**config.mk**
```make
export PLATFORM = sky130hd
export DESIGN_NAME = scd_config
export DESIGN_NICKNAME = d
export VERILOG_FILES = /design/src/scd_apb_decode.v /design/src/scd_strap_load.v /design/src/scd_config.v
export VERILOG_INCLUDE_DIRS = /design/src
export SDC_FILE = /design/constraint.sdc
export NUM_CORES = 1
export LEC_CHECK = 0
export ABC_AREA = 0
export BUFFER_PORTS_ARGS = -buffer_cell sky130_fd_sc_hd__buf_2
export CORE_MARGIN = 4
export CORE_UTILIZATION = 32
export DETAILED_ROUTE_END_ITERATION = 8
export PLACE_DENSITY = 0.84
export SYNTH_ARGS = -nofsm -noshare
export SYNTH_HDL_FRONTEND = slang
export SYNTH_SLANG_ARGS = --single-unit
```
**constraint.sdc**
```tcl
create_clock -name mclk -period 1.6 [get_ports mclk]
set_clock_uncertainty 0.1 [all_clocks]
set_input_delay 0.16 -clock mclk [delete_from_list [all_inputs] [get_ports mclk]]
set_output_delay 0.16 -clock mclk [all_outputs]
set_load 0.05 [all_outputs]
```
**src/scd_regs.vh**
```
// register offsets, field positions and reset values of the system config bank
// assumes an APB slave with 32-bit data, one register per aligned word
`ifndef SCD_REGS_VH
`define SCD_REGS_VH
// register indices as printed, byte address is four times the index
`define SCD_IDX_DRIVE 12'h20E
`define SCD_IDX_CTRL 12'h201
`define SCD_ADDR_DRIVE 14'h0838
`define SCD_ADDR_CTRL 14'h0804
// control register fields
`define SCD_CTRL_PIN_SEL 3
`define SCD_CTRL_PMEM_EN 2
`define SCD_CTRL_DMEM_EN 1
`define SCD_CTRL_CORE_EN 0
// control value held in reset, before the program memory byte is loaded
`define SCD_CTRL_RESET 4'h0
// drive speed fields
`define SCD_DRV_PORT6 2
`define SCD_DRV_GROUP 1
`define SCD_DRV_BUS 0
`define SCD_DRV_RESET 3'h0
// reads of the write-only drive register
`define SCD_DRV_READ 32'h00000000
`endif

```
**src/scd_apb_decode.v**
```verilog
// apb address decoder for the system config bank
// assumes the byte address of the current apb transfer on paddr
`timescale 1ns/10ps
`include "scd_regs.vh"
module scd_apb_decode (
  // address in
  input wire [13:0] paddr,
  // selects out
  output wire sel_ctrl,
  output wire sel_drive
);
  // word match on each register
  assign sel_ctrl = (paddr[13:2] == `SCD_IDX_CTRL);
  assign sel_drive = (paddr[13:2] == `SCD_IDX_DRIVE);
endmodule // scd_apb_decode

```
**src/scd_strap_load.v**
```verilog
// captures the control byte from program memory after reset release
// assumes strap_byte is stable while resetn is released
`timescale 1ns/10ps
module scd_strap_load (
  // clock and reset
  input wire mclk,
  input wire resetn,
  // byte from program memory
  input wire [7:0] strap_byte,
  // load request, one pulse
  output reg load,
  output reg [7:0] value
);
  reg done;
  // one load pulse in the second cycle after release, byte taken at the first clock
  always @(posedge mclk or negedge resetn)
  begin
    if (!resetn)
    begin
      done <= 1'b0;
      load <= 1'b0;
      value <= 8'h00;
    end
    else
    begin
      load <= !done;
      done <= 1'b1;
      if (!done)
        value <= strap_byte;
    end
  end
endmodule // scd_strap_load

```
**src/scd_config.v**
```verilog
// system control and pin drive speed registers behind an apb slave
// assumes apb master on mclk; strap byte is the fixed program memory byte
//
// How it works
// - bit 3 picks strobe or port line
// - bit 2 enables internal program memory
// - bit 1 enables internal data memory
// - bit 0 enables internal processor core
// - control bits 3..0 read back settings
// - drive bit 1 sets shared group speed
// - drive bit 0 sets bus port speed
// - reset clears all drive bits slow
// - reset clears control, the second clock after release loads it from program memory
`timescale 1ns/10ps
`include "scd_regs.vh"
module scd_config (
  // clock and reset
  input wire mclk,
  input wire resetn,
  // apb slave
  input wire psel,
  input wire penable,
  input wire pwrite,
  input wire [13:0] paddr,
  input wire [31:0] pwdata,
  input wire [3:0] pstrb,
  output reg [31:0] prdata,
  output reg pready,
  output reg pslverr,
  // fixed control byte from program memory
  input wire [7:0] strap_byte,
  // shared pin: strobe or port line
  input wire rw_strobe,
  input wire port4_bit0_line,
  output reg pin_out,
  output reg pin_is_port,
  // enables
  output reg pmem_en,
  output reg dmem_en,
  output reg core_en,
  // drive speeds, 1 = fast
  output reg drive_port6,
  output reg drive_group,
  output reg drive_bus,
  // busy until first clock after reset release, one cycle before control is loaded
  output reg cfg_loading
);
  ////////////////////////////////////////////////////////////////////////
  wire sel_ctrl;
  wire sel_drive;
  wire strap_load;
  wire [7:0] strap_value;
  reg [3:0] ctrl;
  reg [2:0] drive;
  reg [3:0] next_ctrl;
  reg [2:0] next_drive;
  wire wr_acc;
  wire rd_acc;
  scd_apb_decode u_dec (
    .paddr(paddr),
    .sel_ctrl(sel_ctrl),
    .sel_drive(sel_drive)
  );
  scd_strap_load u_strap (
    .mclk(mclk),
    .resetn(resetn),
    .strap_byte(strap_byte),
    .load(strap_load),
    .value(strap_value)
  );
  ////////////////////////////////////////////////////////////////////////
  // access phase, zero wait states
  assign wr_acc = psel && penable && pwrite && pstrb[0];
  assign rd_acc = psel && penable && !pwrite;
  // next register values
  always @*
  begin
    next_ctrl = ctrl;
    next_drive = drive;
    if (strap_load)
      next_ctrl = strap_value[3:0];
    else if (wr_acc && sel_ctrl)
      next_ctrl = pwdata[3:0];
    if (wr_acc && sel_drive)
      next_drive = pwdata[2:0];
  end
  // state registers
  always @(posedge mclk or negedge resetn)
  begin
    if (!resetn)
    begin
      ctrl <= `SCD_CTRL_RESET;
      drive <= `SCD_DRV_RESET;
    end
    else
    begin
      ctrl <= next_ctrl;
      drive <= next_drive;
    end
  end
  ////////////////////////////////////////////////////////////////////////
  // apb answer, registered
  always @(posedge mclk or negedge resetn)
  begin
    if (!resetn)
    begin
      prdata <= 32'h00000000;
      pready <= 1'b0;
      pslverr <= 1'b0;
    end
    else
    begin
      pready <= psel && !penable;
      pslverr <= psel && !penable && !(sel_ctrl || sel_drive);
      prdata <= 32'h00000000;
      if (psel && !penable && !pwrite && sel_ctrl)
        prdata <= {28'h0000000, next_ctrl};
      else if (psel && !penable && !pwrite && sel_drive)
        prdata <= `SCD_DRV_READ;
    end
  end
  ////////////////////////////////////////////////////////////////////////
  // outputs from flops
  always @(posedge mclk or negedge resetn)
  begin
    if (!resetn)
    begin
      pin_out <= 1'b0;
      pin_is_port <= 1'b0;
      pmem_en <= 1'b0;
      dmem_en <= 1'b0;
      core_en <= 1'b0;
      drive_port6 <= 1'b0;
      drive_group <= 1'b0;
      drive_bus <= 1'b0;
      cfg_loading <= 1'b1;
    end
    else
    begin
      pin_is_port <= next_ctrl[`SCD_CTRL_PIN_SEL];
      pin_out <= next_ctrl[`SCD_CTRL_PIN_SEL] ? port4_bit0_line : rw_strobe;
      pmem_en <= next_ctrl[`SCD_CTRL_PMEM_EN];
      dmem_en <= next_ctrl[`SCD_CTRL_DMEM_EN];
      core_en <= next_ctrl[`SCD_CTRL_CORE_EN];
      drive_port6 <= next_drive[`SCD_DRV_PORT6];
      drive_group <= next_drive[`SCD_DRV_GROUP];
      drive_bus <= next_drive[`SCD_DRV_BUS];
      cfg_loading <= 1'b0;
    end
  end
  wire unused_ok = rd_acc | (|pstrb[3:1]) | (|pwdata[31:4]) | (|strap_value[7:4]);
endmodule // scd_config

```
## Word level (Yosys, flattened, before mapping)

Cells that the tools add are included.

- Eq/ne operators: 2
- Reductions and logical operators: 14
- Multiplexer cells: 5

Operator list:

| cell | count |
|---|---|
| $eq 12x10->1 const B | 2 |
| $mux 4 | 3 |
| $logic_and 1x1->1 | 9 |
| $logic_not 1->1 | 4 |
| $mux 3 | 1 |
| $logic_or 1x1->1 | 1 |
| $mux 1 | 1 |

- Logic and storage cells: 38
- Input port bits: 65
- Register bits: 56

## Depth between registers and ports, before layout

Gate-level depths: netlist of the first run.

- Depth after elaboration: 7
- Mapped depth: 4
- Depth with buffers taken out: 4

## Modules after synthesis

From an unflattened synthesis of the first run, not the netlist that was laid out.

- Cell total of the unflattened synthesis: 101
- Area, all modules: 1,239.9 um^2

By module, submodules not included:

| module | area each (um^2) | times used | cells an instance |
|---|---|---|---|
| scd_config | 804.5 | 1 | 74 |
| scd_strap_load | 389.1 | 1 | 21 |
| scd_apb_decode | 46.3 | 1 | 6 |

## Least setup slack after synthesis of the first run

No wires, ideal clock.

- Path type: input to register
- From: input port paddr[10]
- To: register pin_out
- Setup time: 0.125 ns
- Path slack: -0.324 ns
- Data required time: 1.375 ns
- Stages: 4
- Buffers on the path: 0
- Arrival time: 1.699 ns
- Cell sequence: or4b_4 nor4_4 mux2i_1 mux2_2

- Cells in the longest elaborated chain, start to end: 5

RTL lines:

| what | RTL line | source |
|---|---|---|
| start: declaration | scd_config.v:24 | `input wire [13:0] paddr,` |
| $eq 12x10->1 (no line) | n/a |  |
| $logic_and 1x1->1 | scd_config.v:82 | `else if (wr_acc && sel_ctrl)` |
| $mux 4 | scd_config.v:82 |  |
| $mux 4 | scd_config.v:80 | `if (strap_load)` |
| via next_ctrl[3] | scd_config.v:55 | `reg [3:0] next_ctrl;` |
| $mux 1 | scd_config.v:141 | `` pin_out <= next_ctrl[`SCD_CTRL_PIN_SEL] ? port4_bit0_line : rw_strobe; `` |
| end signal: assignment | scd_config.v:141 |  |
| end: declaration | scd_config.v:35 | `output reg pin_out,` |

The timed path passes the listed nets, and every way through them passes these cells.
A chain may end at the register's enable or synchronous reset.

## Worst setup path in the final report of the first run

- From: input port paddr[7]
- To: register pin_out

Same word-level chain as after synthesis.

==> impl_metrics.yaml, run 1 <==
yosys:
  syn_inst: 90
  synth_edf_count: 0
  ys_types: 24
  netlist_area_sq_um: 1110
  yosysSeqAreaShare_pct: 47.5
  yosys_warnings: 0
  synthArstFlopShare_pct: 100
  synth_seq_cells: 21
  synth_ff_type: "dfrtp_1"
  postSynthAreaPerCell_sq_um: 12.3
min_path:
  worstHoldStart: "penable"
  min_path_type: "in -> reg"
global_routing:
  overflow: 0
  antenna_found_initial: 0
  grtUsageTotal_pct: 8.40
  grt_pass1_wl_mm: 2.84
  grt_pass1_vias: 685
  grt_max_degree: 22
worst_setup_path:
  r2r-start: "u_strap.load"
  critical_path.cell_chain: "buf_6 > or4_4 > nor4_4 > buf_6 > mux2i_4 > mux2_4"
  cp_max_fo: 4
  max_stage_delay_ps: 540
  endpoint_kind: "flop"
  crit_type: "in -> reg"
  crit_required_ps: 1680
  worstSetupStartpoint: "paddr[7]"
  cpMostUsedCell: "buf_6"
  worst-endpoint-arrival_ps: 1810
  critical_path_buf_inv_count: 2
  critPathSlowestCell: "or4_4"
  cp_top_family: "simple AND/OR/NAND/NOR gates"
  cp-start-kind: "input port"
floorplan:
  start_util_pct: 33.2
  chipHeight_microns: 66.9
  core_area_sq_um: 3340
  fp-row-count: 21
  fp.dieW_microns: 66.9
  die_area_sq_um: 4470
  io_pins: 108
drt:
  dr.first_iter.drc_count: 6
  wl_met1_microns: 717
  via_per_inst: 3.75
  wl_met3_microns: 154
  num_vias: 747
  drc_errors: 0
  met2_length_mm: 1.16
  wl_per_cell_microns: 10.3
  ant_nets: 0
  wirelength_mm: 2.05
  top_layer: "met4"
  firstDrtPassIters: 3
finish:
  fin_area_sq_um: 1500
  nets: 219
  syn2layout_area_growth_pct: 35.2
  most-common-layout-cells: "buf_2 (39), conb_1 (30), dfrtp_1 (20)"
  n_antenna_cell: 0
  final_common_cell: "buf_2"
  drive_gt1_share_pct: 46.4
  final_util_pct: 44.9
clock_tree:
  cts_root_buf: "clkbuf_4"
  cts_buffers: 3
  cts_tree: "done"
  clk_pin_slew_ps: 110
  htreeDepth: 1
  worstSkewPairLatency_ps: 290
  cts_sinks: 21
  cts_buffer_depth: 2
timing:
  fin_crit_sh_pct: 108
  grt_setup_unrepaired: "yes"
  maxSlewViolCount: 0
  fmaxAchievable_ghz: 0.580
  holdWs_ps: 79.2
  hold_violations: 0
  setup_violations: 10
  finalCriticalPeriod_ps: 1720
  setup_ws_ps: -124
place:
  port_buffers: 42
  gp_congestion: 0.674
  hpwl_mm: 1.62
  dpl_cell_area_sq_um: 1330
outcome:
  violations: "setup timing"
  status: "complete, but fails checks"
power:
  power.density_nw_per_um2: 805
  p_leak_nw: 0.814
  ir_drop_v: 0.000233
flow_run:
  maxCapViolations: 0
==> layout make-up <==
| type | instances | area [sq um] |
|---|---|---|
| multi-input combinational | 66 | 488 |
| sequential | 21 | 527 |
| tap | 46 | 57.6 |
| timing repair buffer | 60 | 393 |
| clock buffer | 4 | 26.3 |
| fill | 319 | 1840 |
| inverter | 2 | 7.51 |
==> stage by stage <==
stage	instances	setup TNS (ps)	setup slack [ps]	power, mW
final	199	-790	-124	1.21
after global routing	199	-863	-126	1.27
after CTS	198	-793	-125	1.22
after detailed placement	185	-4550	-514	0.944
after global placement	185	-4470	-478	0.937
after floorplan	118	-2770	-320	0.914
==> final timing paths <==
check	cells past startpoint	slack, ps	to
max	6	-120	pin_out
max in group asynchronous	2	830	cfg_loading
max reg2reg	3	190	pin_out
min	3	80	pready
min reg2reg	1	410	u_strap.value[0]
min in group asynchronous	2	230	prdata[1]
==> registers in the layout, indices dropped and copies added (netlist names) <==
signal         count
cfg_loading        1
ctrl               4
drive              3
pin_out            1
prdata             4
pready             1
pslverr            1
u_strap.done       1
u_strap.load       1
u_strap.value      4
==> logic make-up after synthesis <==
kind of cell,synth area share (%)
multiplexers,14.9
AND/OR/NAND/NOR,11.7
other,0.677
AO/OA/AOI/OAI,5.19
buffers and inverters,20.0
flip-flops,47.5
==> routing by layer <==
layer	track usage (%)	up-vias
met2	17.0	31
met1	8.06	339
met4	3.80	0
met5	0	-
li1	-	375
met3	1.35	2
==> synthesized netlist by cell type (2+ instances only) <==
library cell | number | share of area, %
buf_4 | 28 | 19
dfrtp_1 | 20 | 45
mux2_2 | 8 | 8.1
nand2b_1 | 4 | 2.3
mux2_4 | 3 | 4.1
mux2i_1 | 3 | 2.7
o211a_1 | 3 | 2.7
o21a_1 | 3 | 2.0
conb_1 | 2 | 0.68
inv_1 | 2 | 0.68
==> repair_timing <==
item	in CTS	in global routing
setup buffers	0	0
resized for setup	5	2
hold endpoints to repair	27	1
setup endpoints to repair	10	10
pin swaps	5	2
hold buffers	9	1
==> where the power goes <==
| part | switching [mW] | internal (mW) | total [mW] | leakage [nW] |
|---|---|---|---|---|
| registers | 0.0162 | 0.564 | 0.580 | 0.261 |
| clock network | 0.143 | 0.0969 | 0.240 | 0.0150 |
| logic | 0.280 | 0.106 | 0.387 | 0.538 |
| total | 0.440 | 0.767 | 1.21 | 0.814 |
==> worst register-to-register path, stage by stage (launching register included) <==
cell     delay [ps]
dfrtp_1         420
mux2i_1         340
mux2i_4         130
mux2_4          310
(Power assumes the default switching activity.)
==> run 2, diff against run 1 <==
Settings changed: GPL_ROUTABILITY_DRIVEN set to 0, GPL_TIMING_DRIVEN set to 0.
==> run 2 against run 1 <==
  * The flow still finishes with violations (setup timing)
  * Core utilization increased by 4.8 points
  * Largest power group unchanged
  * Critical path type unchanged
  * Critical path depth unchanged
  * Critical endpoint unchanged
  * Global-route usage increased by 2.1 points
  * Total power increased by 5.3%
  * Sequential share of layout area decreased by 3.4 points
==> impl_metrics.yaml, run 2 (same netlist as run 1, synthesis figures left out) <==
drt:
  dr.first_iter.drc_count: 30
  num_vias: 825
  wirelength_mm: 2.28
  drc_errors: 0
  firstDrtPassIters: 4
  ant_nets: 0
  via_per_inst: 3.73
  wl_per_cell_microns: 10.3
global_routing:
  antenna_found_initial: 0
  grt_pass1_wl_mm: 3.55
  grt_max_degree: 22
  grt_pass1_vias: 843
  overflow: 0
  grtUsageTotal_pct: 10.5
worst_setup_path:
  crit_type: "in -> reg"
  endpoint_kind: "flop"
  critical_path_buf_inv_count: 2
  cpMostUsedCell: "buf_6"
  worst-endpoint-arrival_ps: 1800
  max_stage_delay_ps: 540
  cp_top_family: "simple AND/OR/NAND/NOR gates"
  crit_required_ps: 1700
  worst-path-stages: 6
  critical_path.cell_chain: "buf_6 > or4_4 > nor4_4 > buf_6 > mux2i_4 > mux2_4"
  reg2reg_depth: 4
  cp-start-kind: "input port"
  cp_max_fo: 4
  critPathSlowestCell: "or4_4"
floorplan:
  io_pins: 108
  chipHeight_microns: 66.9
  fp-row-count: 21
  core_area_sq_um: 3340
  fp.dieW_microns: 66.9
  die_area_sq_um: 4470
  start_util_pct: 33.2
timing:
  setup_violations: 10
  hold_violations: 0
  finalCriticalPeriod_ps: 1690
  maxSlewViolCount: 0
  setup_ws_ps: -94.4
  fin_crit_sh_pct: 106
  fmaxAchievable_ghz: 0.590
  grt_setup_unrepaired: "yes"
place:
  place_ws_ps: -598
  dpl_cell_area_sq_um: 1490
  hpwl_mm: 1.80
  port_buffers: 42
  placed_cells: 206
clock_tree:
  clk_pin_slew_ps: 110
  cts_buffer_depth: 2
  cts_root_buf: "clkbuf_4"
  worstSkewPairLatency_ps: 300
  htreeDepth: 1
  cts_buffers: 3
  cts_tree: "done"
  cts_sinks: 21
finish:
  drive_gt1_share_pct: 53.7
  most-common-layout-cells: "buf_2 (40), conb_1 (30), buf_4 (28)"
  fin_area_sq_um: 1660
  n_antenna_cell: 0
  final_common_cell: "buf_2"
  stdcell_count: 221
  syn2layout_area_growth_pct: 49.5
  nets: 241
  top_regs: "ctrl: 4 flops, prdata: 4 flops, u_strap.value: 4 flops"
  final_util_pct: 49.7
power:
  comb_power_share_pct: 34.2
  finalPower_mw: 1.27
  p_leak_nw: 0.938
  switching_share_pct: 36.4
  seq_power_share_pct: 45.7
  ir_drop_v: 0.000228
  power.density_nw_per_um2: 766
  switchingPower_uw: 463
  p_clk_share_pct: 20.1
  internal-power_uw: 808
min_path:
  min_path_type: "in -> reg"
  hold_depth: 3
outcome:
  violations: "setup timing"
  status: "complete, but fails checks"
flow_run:
  maxCapViolations: 0
## run 2: area by class of cell
class	count	area [sq um]
clock buffer	4	26.3
buffer	29	215
timing repair buffer	53	334
fill	326	1680
multi-input combinational	66	490
sequential	21	527
inverter	2	7.51
tap	46	57.6
## run 2: final timing paths
check                            startpoint          endpoint  slack [ps]
min                                    psel            pready          30
min reg2reg                u_strap.value[1]  u_strap.value[1]         410
max in group asynchronous            resetn       cfg_loading         840
max                                paddr[8]           pin_out         -90
min in group asynchronous            resetn          drive[1]         220
max reg2reg                    u_strap.load           pin_out          60
## run 2: metrics by stage
stage | hold slack [ps] | TNS, ps
global placement | 29.8 | -5220
CTS | 21.3 | -623
detailed placement | 37.8 | -5320
finish | 30.7 | -576
floorplan | -236 | -2770
global route | 54.1 | -875
## run 2: power groups by stage
stage	Clock (mW)	Sequential (mW)	Combinational, mW
floorplan	0	0.660	0.254
global placement	0	0.588	0.395
detailed placement	0	0.591	0.401
CTS	0.264	0.581	0.434
global route	0.288	0.586	0.462
finish	0.255	0.580	0.435
## run 2: routing by layer
layer,vias up,GRT usage (%),share of wire [%]
met5,-,0,0
met3,5,1.52,7.0
met4,0,6.08,2.4
li1,417,-,-
met1,369,10.5,34
met2,34,20.3,56
## run 2: tightest hold or removal path, cell delays in order
cell	delay, ps
buf_2	90
nand2b_1	100
inv_1	60
## run 2: timing repair
item / 4_1_cts / 5_1_grt
pin swaps: 5 / 1
setup buffers: 1 / 0
setup endpoints to repair: 11 / 11
resized for setup: 6 / 3
hold endpoints to repair: 28 / 0
hold buffers: 10 / 0
